File: config.mk
export PLATFORM = sky130hd
export DESIGN_NAME = stp_prescaler
export DESIGN_NICKNAME = d
export VERILOG_FILES = /design/src/core/stp_pkg.sv /design/src/core/stp_src_if.sv /design/src/core/stp_prescaler.sv /design/src/core/stp_pin_edge.sv /design/src/core/stp_clk_sel.sv
export SDC_FILE = /design/constraint.sdc
export NUM_CORES = 1
export LEC_CHECK = 0
export BUFFER_PORTS_ARGS = -buffer_cell sky130_fd_sc_hd__buf_4
export CORE_ASPECT_RATIO = 0.5
export CORE_MARGIN = 2
export CORE_UTILIZATION = 50
export DETAILED_ROUTE_END_ITERATION = 6
export GPL_TIMING_DRIVEN = 0
export PLACE_DENSITY = 0.94
export SYNTH_ARGS = -nofsm -noshare
export SYNTH_HDL_FRONTEND = slang
export SYNTH_HIERARCHICAL = 1
export SYNTH_SLANG_ARGS = --single-unit
File: constraint.sdc
create_clock -name core_clk -period 2.9 [get_ports core_clk]
set_clock_uncertainty 0.2 [all_clocks]
set_input_delay 0.145 -clock core_clk [delete_from_list [all_inputs] [get_ports core_clk]]
set_output_delay 0.145 -clock core_clk [all_outputs]
set_load 0.005 [all_outputs]
File: src/core/stp_pkg.sv
package stp_pkg;

	// register byte offsets on the avalon slave
	localparam logic [3:0] STP_ADDR_SFIO = 4'h0;
	localparam logic [3:0] STP_ADDR_SEL0 = 4'h4;
	localparam logic [3:0] STP_ADDR_SEL1 = 4'h8;
	localparam logic [3:0] STP_ADDR_STAT = 4'hc;

	// field layout
	localparam int STP_PSR_BIT = 0;
	localparam int STP_SEL_W = 3;
	localparam int STP_PSC_W = 10;
	localparam logic [31:0] STP_RD_ZERO = 32'h0000_0000;

	// clock selection codes
	typedef enum logic [2:0] {
		STP_SEL_STOP = 3'h0,
		STP_SEL_DIRECT = 3'h1,
		STP_SEL_DIV8 = 3'h2,
		STP_SEL_DIV64 = 3'h3,
		STP_SEL_DIV256 = 3'h4,
		STP_SEL_DIV1024 = 3'h5,
		STP_SEL_EXT_FALL = 3'h6,
		STP_SEL_EXT_RISE = 3'h7
	} stp_sel_t;

	// prescaler count masks, one per tap
	localparam logic [9:0] STP_MASK_DIV8 = 10'h007;
	localparam logic [9:0] STP_MASK_DIV64 = 10'h03f;
	localparam logic [9:0] STP_MASK_DIV256 = 10'h0ff;
	localparam logic [9:0] STP_MASK_DIV1024 = 10'h3ff;
	localparam logic [9:0] STP_CNT_ZERO = 10'h000;
	localparam logic [9:0] STP_CNT_ONE = 10'h001;

	// bus answer states
	typedef enum logic [1:0] {
		STP_BUS_IDLE = 2'b01,
		STP_BUS_ANS = 2'b10
	} stp_bus_t;

	// a tap fires on the last count of its period
	function automatic logic stp_tap_hit(input logic [9:0] cnt, input logic [9:0] mask);
		return (cnt & mask) == mask;
	endfunction

endpackage

File: src/core/stp_src_if.sv
`timescale 1ns/1ns
interface stp_src_if;
	logic [3:0] tap;
	logic rise;
	logic fall;
	modport edge_src (output rise, output fall);
	modport sink (input tap, input rise, input fall);
endinterface

File: src/core/stp_prescaler.sv
`timescale 1ns/1ns
module stp_prescaler
	import stp_pkg::*;
(
	input wire logic core_clk,
	input wire logic rstn,
	input wire logic [3:0] avs_address,
	input wire logic avs_read,
	input wire logic avs_write,
	input wire logic [31:0] avs_writedata,
	input wire logic [3:0] avs_byteenable,
	output logic [31:0] avs_readdata,
	output logic avs_waitrequest,
	input wire logic [1:0] ext_count_pin,
	output logic [1:0] timer_clock_tick
);
	logic [9:0] psc_cnt;
	logic [9:0] next_psc_cnt;
	logic [2:0] sel0;
	logic [2:0] sel1;
	logic [2:0] next_sel0;
	logic [2:0] next_sel1;
	stp_bus_t bus_state;
	stp_bus_t next_bus_state;
	logic [31:0] next_readdata;
	logic next_waitrequest;
	logic wr_take;
	logic psr_hit;
	logic [3:0] taps;

	stp_src_if src0 ();
	stp_src_if src1 ();

	////////////////////////////////////////////////////////////////////////
	// bus slave

	// a write lands only at the edge where waitrequest is seen low
	assign wr_take = avs_write & (bus_state == STP_BUS_ANS);
	assign psr_hit = wr_take & (avs_address == STP_ADDR_SFIO) & avs_byteenable[0]
		& avs_writedata[STP_PSR_BIT];

	// one wait cycle per access, answer in the second
	always_comb begin
		next_bus_state = STP_BUS_IDLE;
		next_readdata = avs_readdata;
		case (bus_state)
			STP_BUS_IDLE: begin
				if (avs_read | avs_write) begin
					next_bus_state = STP_BUS_ANS;
				end
				next_readdata = STP_RD_ZERO;
				if (avs_read) begin
					case (avs_address)
						STP_ADDR_SFIO: next_readdata = STP_RD_ZERO;
						STP_ADDR_SEL0: next_readdata = {29'h0000_0000, sel0};
						STP_ADDR_SEL1: next_readdata = {29'h0000_0000, sel1};
						STP_ADDR_STAT: next_readdata = {22'h00_0000, psc_cnt};
						default: next_readdata = STP_RD_ZERO;
					endcase
				end
			end
			STP_BUS_ANS: next_bus_state = STP_BUS_IDLE;
			default: next_bus_state = STP_BUS_IDLE;
		endcase
		next_waitrequest = (next_bus_state != STP_BUS_ANS);
	end

	// independent selection per timer
	always_comb begin
		next_sel0 = sel0;
		next_sel1 = sel1;
		if (wr_take & avs_byteenable[0]) begin
			if (avs_address == STP_ADDR_SEL0) begin
				next_sel0 = avs_writedata[2:0];
			end
			if (avs_address == STP_ADDR_SEL1) begin
				next_sel1 = avs_writedata[2:0];
			end
		end
	end

	always_ff @(posedge core_clk) begin
		if (!rstn) begin
			bus_state <= STP_BUS_IDLE;
			avs_readdata <= STP_RD_ZERO;
			avs_waitrequest <= 1'b1;
			sel0 <= STP_SEL_STOP;
			sel1 <= STP_SEL_STOP;
		end else begin
			bus_state <= next_bus_state;
			avs_readdata <= next_readdata;
			avs_waitrequest <= next_waitrequest;
			sel0 <= next_sel0;
			sel1 <= next_sel1;
		end
	end

	////////////////////////////////////////////////////////////////////////
	// shared prescaler

	// never gated by selection; a zero write leaves it alone
	always_comb begin
		if (psr_hit) begin
			next_psc_cnt = STP_CNT_ZERO;
		end else begin
			next_psc_cnt = psc_cnt + STP_CNT_ONE;
		end
	end

	always_ff @(posedge core_clk) begin
		if (!rstn) begin
			psc_cnt <= STP_CNT_ZERO;
		end else begin
			psc_cnt <= next_psc_cnt;
		end
	end

	// taps are shared so both timers see the same phase
	assign taps[0] = stp_tap_hit(psc_cnt, STP_MASK_DIV8);
	assign taps[1] = stp_tap_hit(psc_cnt, STP_MASK_DIV64);
	assign taps[2] = stp_tap_hit(psc_cnt, STP_MASK_DIV256);
	assign taps[3] = stp_tap_hit(psc_cnt, STP_MASK_DIV1024);
	assign src0.tap = taps;
	assign src1.tap = taps;

	////////////////////////////////////////////////////////////////////////
	// per-timer sources

	stp_pin_edge u_edge0 (
		.core_clk(core_clk),
		.rstn(rstn),
		.pin(ext_count_pin[0]),
		.src(src0)
	);

	stp_pin_edge u_edge1 (
		.core_clk(core_clk),
		.rstn(rstn),
		.pin(ext_count_pin[1]),
		.src(src1)
	);

	stp_clk_sel u_sel0 (
		.core_clk(core_clk),
		.rstn(rstn),
		.sel(sel0),
		.src(src0),
		.tick(timer_clock_tick[0])
	);

	stp_clk_sel u_sel1 (
		.core_clk(core_clk),
		.rstn(rstn),
		.sel(sel1),
		.src(src1),
		.tick(timer_clock_tick[1])
	);

	////////////////////////////////////////////////////////////////////////
	// checks

	// select 1 must tick on every cycle after it is set
	property p_direct;
		@(posedge core_clk) disable iff (!rstn)
		(sel0 == STP_SEL_DIRECT) |=> timer_clock_tick[0];
	endproperty
	a_direct: assert property (p_direct) else $error("direct select missed a tick");

	// a stopped timer sees no tick from the cycle after the stop lands
	property p_stop;
		@(posedge core_clk) disable iff (!rstn)
		(sel1 == STP_SEL_STOP) |=> !timer_clock_tick[1];
	endproperty
	a_stop: assert property (p_stop) else $error("stopped timer ticked");

	// tick follows the tap hit by exactly one edge
	property p_div8;
		@(posedge core_clk) disable iff (!rstn)
		(sel0 == STP_SEL_DIV8) |=> (timer_clock_tick[0] == ($past(psc_cnt[2:0]) == 3'h7));
	endproperty
	a_div8: assert property (p_div8) else $error("divide by 8 tick misplaced");

	// worst case: the tap hit just passed when the selection landed
	property p_first_count;
		@(posedge core_clk) disable iff (!rstn)
		($changed(sel1) && sel1 == STP_SEL_DIV8) |-> ##[1:9] timer_clock_tick[1];
	endproperty
	a_first_count: assert property (p_first_count) else $error("first prescaled tick too late");

	// divider never pauses, whatever the selections are
	property p_free_run;
		@(posedge core_clk) disable iff (!rstn)
		!psr_hit |=> (psc_cnt == $past(psc_cnt) + STP_CNT_ONE);
	endproperty
	a_free_run: assert property (p_free_run) else $error("prescaler did not advance");

	// restart gives a full first period on the smallest tap
	property p_psr;
		@(posedge core_clk) disable iff (!rstn)
		psr_hit |=> (psc_cnt == STP_CNT_ZERO) ##7 (psc_cnt[2:0] == 3'h7);
	endproperty
	a_psr: assert property (p_psr) else $error("prescaler reset did not restart count");

	property p_psr_read;
		@(posedge core_clk) disable iff (!rstn)
		(bus_state == STP_BUS_ANS && avs_read && avs_address == STP_ADDR_SFIO) |-> (avs_readdata == STP_RD_ZERO);
	endproperty
	a_psr_read: assert property (p_psr_read) else $error("reset bit read non-zero");

	// pin sampled high at the first edge, two flops and the tick flop follow
	property p_ext_rise;
		@(posedge core_clk) disable iff (!rstn)
		(sel0 == STP_SEL_EXT_RISE && $rose(ext_count_pin[0])) ##1 (sel0 == STP_SEL_EXT_RISE) ##1 (sel0 == STP_SEL_EXT_RISE)
		|-> ##1 timer_clock_tick[0] ##1 !timer_clock_tick[0];
	endproperty
	a_ext_rise: assert property (p_ext_rise) else $error("pin rise did not give one tick");

	// same path for the falling edge on the second timer
	property p_ext_fall;
		@(posedge core_clk) disable iff (!rstn)
		(sel1 == STP_SEL_EXT_FALL && $fell(ext_count_pin[1])) ##1 (sel1 == STP_SEL_EXT_FALL) ##1 (sel1 == STP_SEL_EXT_FALL)
		|-> ##1 timer_clock_tick[1] ##1 !timer_clock_tick[1];
	endproperty
	a_ext_fall: assert property (p_ext_fall) else $error("pin fall did not give one tick");

	// no edge, no tick: external source never borrows a prescaler tap
	property p_ext_nodiv;
		@(posedge core_clk) disable iff (!rstn)
		(sel0 == STP_SEL_EXT_RISE && !src0.rise) |=> !timer_clock_tick[0];
	endproperty
	a_ext_nodiv: assert property (p_ext_nodiv) else $error("external tick without pin edge");

	// a zero in the reset bit must leave the divider running on
	property p_zero_write;
		@(posedge core_clk) disable iff (!rstn)
		(wr_take && avs_address == STP_ADDR_SFIO && !avs_writedata[STP_PSR_BIT])
		|=> (psc_cnt == $past(psc_cnt) + STP_CNT_ONE);
	endproperty
	a_zero_write: assert property (p_zero_write) else $error("zero write disturbed prescaler");

	// selections change only through an accepted write
	property p_sel_hold;
		@(posedge core_clk) disable iff (!rstn)
		!wr_take |=> ($stable(sel0) && $stable(sel1));
	endproperty
	a_sel_hold: assert property (p_sel_hold) else $error("selection changed without a write");

	// second timer on the /64 tap shares the divider phase
	property p_tap64;
		@(posedge core_clk) disable iff (!rstn)
		(sel1 == STP_SEL_DIV64) |=> (timer_clock_tick[1] == stp_tap_hit($past(psc_cnt), STP_MASK_DIV64));
	endproperty
	a_tap64: assert property (p_tap64) else $error("divide by 64 tick misplaced");

	// exactly one wait cycle, then waitrequest back high
	property p_wait;
		@(posedge core_clk) disable iff (!rstn)
		((avs_read || avs_write) && avs_waitrequest && bus_state == STP_BUS_IDLE) |=> !avs_waitrequest ##1 avs_waitrequest;
	endproperty
	a_wait: assert property (p_wait) else $error("bus answer not in one cycle");

	c_direct: cover property (@(posedge core_clk) disable iff (!rstn) sel0 == STP_SEL_DIRECT ##1 timer_clock_tick[0]);
	c_psr: cover property (@(posedge core_clk) disable iff (!rstn) psr_hit);
	c_ext: cover property (@(posedge core_clk) disable iff (!rstn) sel1 == STP_SEL_EXT_FALL && timer_clock_tick[1]);
	c_div1024: cover property (@(posedge core_clk) disable iff (!rstn) sel0 == STP_SEL_DIV1024 && timer_clock_tick[0]);
	c_ext_rise: cover property (@(posedge core_clk) disable iff (!rstn) sel0 == STP_SEL_EXT_RISE && timer_clock_tick[0]);
endmodule

File: src/core/stp_pin_edge.sv
`timescale 1ns/1ns
module stp_pin_edge
	import stp_pkg::*;
(
	input wire logic core_clk,
	input wire logic rstn,
	input wire logic pin,
	stp_src_if.edge_src src
);
	logic sync1;
	logic sync2;
	logic prev;
	logic next_sync1;
	logic next_sync2;
	logic next_prev;

	// pin sampled once a cycle; first stage only feeds the second
	always_comb begin
		next_sync1 = pin;
		next_sync2 = sync1;
		next_prev = sync2;
	end

	// rising-edge registers stand in for the half-cycle latch
	always_ff @(posedge core_clk) begin
		if (!rstn) begin
			sync1 <= 1'b0;
			sync2 <= 1'b0;
			prev <= 1'b0;
		end else begin
			sync1 <= next_sync1;
			sync2 <= next_sync2;
			prev <= next_prev;
		end
	end

	// edge detector on synchronised samples only
	assign src.rise = sync2 & ~prev;
	assign src.fall = ~sync2 & prev;
endmodule

File: src/core/stp_clk_sel.sv
`timescale 1ns/1ns
module stp_clk_sel
	import stp_pkg::*;
(
	input wire logic core_clk,
	input wire logic rstn,
	input wire logic [2:0] sel,
	stp_src_if.sink src,
	output logic tick
);
	logic next_tick;

	// one tick source per selection code
	function automatic logic pick(input logic [2:0] s, input logic [3:0] t, input logic r, input logic f);
		case (s)
			STP_SEL_STOP: pick = 1'b0;
			STP_SEL_DIRECT: pick = 1'b1;
			STP_SEL_DIV8: pick = t[0];
			STP_SEL_DIV64: pick = t[1];
			STP_SEL_DIV256: pick = t[2];
			STP_SEL_DIV1024: pick = t[3];
			STP_SEL_EXT_FALL: pick = f;
			STP_SEL_EXT_RISE: pick = r;
			default: pick = 1'b0;
		endcase
	endfunction

	// external edges bypass the divider entirely
	always_comb begin
		next_tick = pick(sel, src.tap, src.rise, src.fall);
	end

	always_ff @(posedge core_clk) begin
		if (!rstn) begin
			tick <= 1'b0;
		end else begin
			tick <= next_tick;
		end
	end
endmodule

==> results.json <==
{
  "p_comb_share_pct": 11.7,
  "die_width_um": 88.21,
  "hold_viol": 0,
  "ys_ff_latch": 36,
  "wl_met3_um": 286,
  "crit_path_max_fanout": 8,
  "cp_slowest_cell": "nor4_1",
  "ios": 81,
  "syn_avg_cell_area_um2": 9.139,
  "maxSlewHeadroom_pct": 56.07,
  "cts.clk_slew.worst_paths_ns": 0.07,
  "ir_drop_uv": 188.7,
  "rsz0062_at_grt": "no",
  "drtPass1Iterations": 7,
  "final_nets": 304,
  "htreeDepth": 2,
  "max_cap_violations": 0,
  "ys_seq_area_share_pct": 40.65,
  "grt_first_pass_wirelength_um": 6085,
  "ant_nets": 0,
  "cts_tree": "done",
  "post_drt_wl_per_cell_um": 12.94,
  "antenna_found_initial": 0,
  "area_growth_pct": 28.09,
  "cts.path.max_buffers": 2,
  "max_freq_ghz": 0.5027,
  "placed_cells": 291,
  "reg2regPathDepth": 6,
  "hold-path-cell-count": 3,
  "dr.first_iter.drc_count": 91,
  "arrival_ns": 2.00,
  "dp_hpwl_um": 2802,
  "finalWirelength_um": 3974,
  "criticalPathCategory": "reg -> reg",
  "setup_viol": 0,
  "p_int_uw": 725.4,
  "switchingPower_uw": 227.2,
  "gp_congestion": 0.8019,
  "vias": 1559,
  "wl_met1_um": 1636,
  "finalMaxSlewViolations": 0,
  "clock_latency_ns": 0.28,
  "synth_area_um2": 1773,
  "wl_met2_um": 2014,
  "rows": 15,
  "drive_above_1_share_pct": 24.61,
  "synth.most_common_cell": "dfxtp_1",
  "grt_max_degree": 13,
  "synth-async-reset-ratio_pct": 0,
  "ctsResizeCount": 0,
  "crit_buf_inv": 0,
  "gr-usage-all-layers_pct": 19.93,
  "synth_top_area_cell": "dfxtp_1",
  "whs_ns": 0.02723,
  "cellPowerDensity_nw_per_um2": 419.5,
  "routed.top_layer": "met4",
  "die_area_um2": 4067,
  "cp-end-kind": "flip-flop",
  "crit_family": "simple AND/OR/NAND/NOR gates",
  "cp_num_cells": 6,
  "antenna_cells": 0,
  "synth_ff_type": "dfxtp_1",
  "cts_sinks": 36,
  "pwr-share-clk_pct": 34.5,
  "cts_made_buffers": 5,
  "drc": 3,
  "synthDistinctLibCells": 41,
  "critPathMaxStageDelay_ns": 0.49,
  "die_y_um": 46.11,
  "fillCellCount": 260,
  "synth_common_cells": "dfxtp_1, nand2_1, buf_4",
  "critPathRequiredTime_ns": 2.91,
  "worstHoldPathType": "in -> reg",
  "ys_warn_count": 6,
  "leakagePower_uw": 0.0009725,
  "numPortBuffers": 25,
  "crit_chain": "ha_1, nand3_1, nor4_1, mux2_1, o211ai_2, a21oi_1",
  "yosys-top-cells-area": "dfxtp_1, buf_4, nand2_1, mux2i_1, a21boi_0",
  "coreArea_um2": 3416,
  "synth.top_cell.area_share_pct": 40.65,
  "synth_edf_count": 0,
  "initial_utilization_pct": 51.90,
  "violations": "design-rule violations",
  "synthCells": 194,
  "status": "finished with violations",
  "seqPwrFrac_pct": 53.8,
  "start_kind": "flip-flop",
  "final_cells": 307,
  "grt_overflow": 0,
  "setup_tns_ns": 0,
  "swShare_pct": 23.85,
  "worst_pin_slew_ns": 0.6567,
  "fin_crit_sh_pct": 68.60,
  "via_per_inst": 5.078,
  "grt_pass1_vias": 1362,
  "fin_crit_ns": 1.989,
  "cts_root_buf": "clkbuf_8"
}
[worst paths after layout]
kind | startpoint | to | slack (ns)
worst max-delay path | psc_cnt[0] | u_sel0/tick | 0.91
worst min-delay path | avs_address[1] | sel1[1] | 0.03
worst max register to register | psc_cnt[0] | u_sel0/tick | 0.91
worst min register to register | u_edge0/next_sync2 | u_edge0/next_prev | 0.24
[through the flow]
| step | area, µm² | setup slack (ns) | utilization (%) | power (µW) |
|---|---|---|---|---|
| 2_1_floorplan | 1852 | 1.283 | - | 589.3 |
| 3_3_place_gp | 2103 | 1.020 | 61.58 | 617.9 |
| 3_5_place_dp | 2103 | 1.013 | 61.58 | 621.9 |
| 4_1_cts | 2271 | 0.9708 | 66.48 | 951.6 |
| 5_1_grt | 2271 | 0.7809 | 66.48 | 989.4 |
| 6_report | 2271 | 0.9106 | 66.48 | 952.7 |
[cells in the final DEF (no fill, tap or decap), drive strengths merged, types with 7 or more instances in the layout]
master,instances
a21boi,7
a21oi,7
buf,51
clkbuf,9
conb,22
dfxtp,36
dlygate4sd3,9
nand2,23
nand3,7
nand4,8
nor2,8
o21ai,7
[area by class of cell]
cell class | count | area, µm² | share of cell area [%]
buffer | 29 | 193.9 | 8.540
clock buffer | 6 | 72.57 | 3.196
clock inverter | 1 | 5.005 | 0.2204
inverter | 6 | 22.52 | 0.9917
multi-input combinational | 144 | 914.6 | 40.28
sequential | 36 | 720.7 | 31.74
tap | 51 | 63.81 | 2.810
timing repair buffer | 34 | 277.8 | 12.23
[worst reg2reg max path, stage by stage, from the launching register on]
cell	delay [ns]
dfxtp_1	0.39
ha_1	0.20
nand3_1	0.24
nor4_1	0.49
mux2_1	0.22
o211ai_2	0.07
a21oi_1	0.12
[per-layer routing]
| metal | GRT usage [%] | vias up |
|---|---|---|
| met2 | 37.44 | 75 |
| met3 | 4.480 | 4 |
| met4 | 7.879 | 0 |
| met1 | 22.66 | 717 |
| li1 | - | 763 |
| met5 | 0 | - |
[kinds of logic after synthesis]
family                   Yosys count  synth area share, %
buffers and inverters             35                12.21
XOR/XNOR                           2               0.9882
flip-flops                        36                40.65
multiplexers                      11                6.563
other                              1               0.2115
AND/OR/NAND/NOR                   76                24.98
AO/OA/AOI/OAI                     31                12.98
adder cells (fa/ha/maj)            2                1.411
[registers in the layout, summed over array words and instances (netlist names), 2 cells and up]
name          flops
psc_cnt          10
sel0              3
sel1              3
bus_state         2
avs_readdata     10
[repair_timing]
item                                   in CTS  in global routing
buffers inserted                            0                  0
hold buffers                                9                  0
endpoints found under the hold margin      14                  0
[power by group through the flow]
stage	clock network (µW)	logic, µW	registers, µW
2_1_floorplan	0	68.1	521
3_3_place_gp	0	95.4	522
3_5_place_dp	0	98.6	523
4_1_cts	331	108	512
5_1_grt	354	123	513
6_report	328	112	513
(Power assumes the default switching activity.)
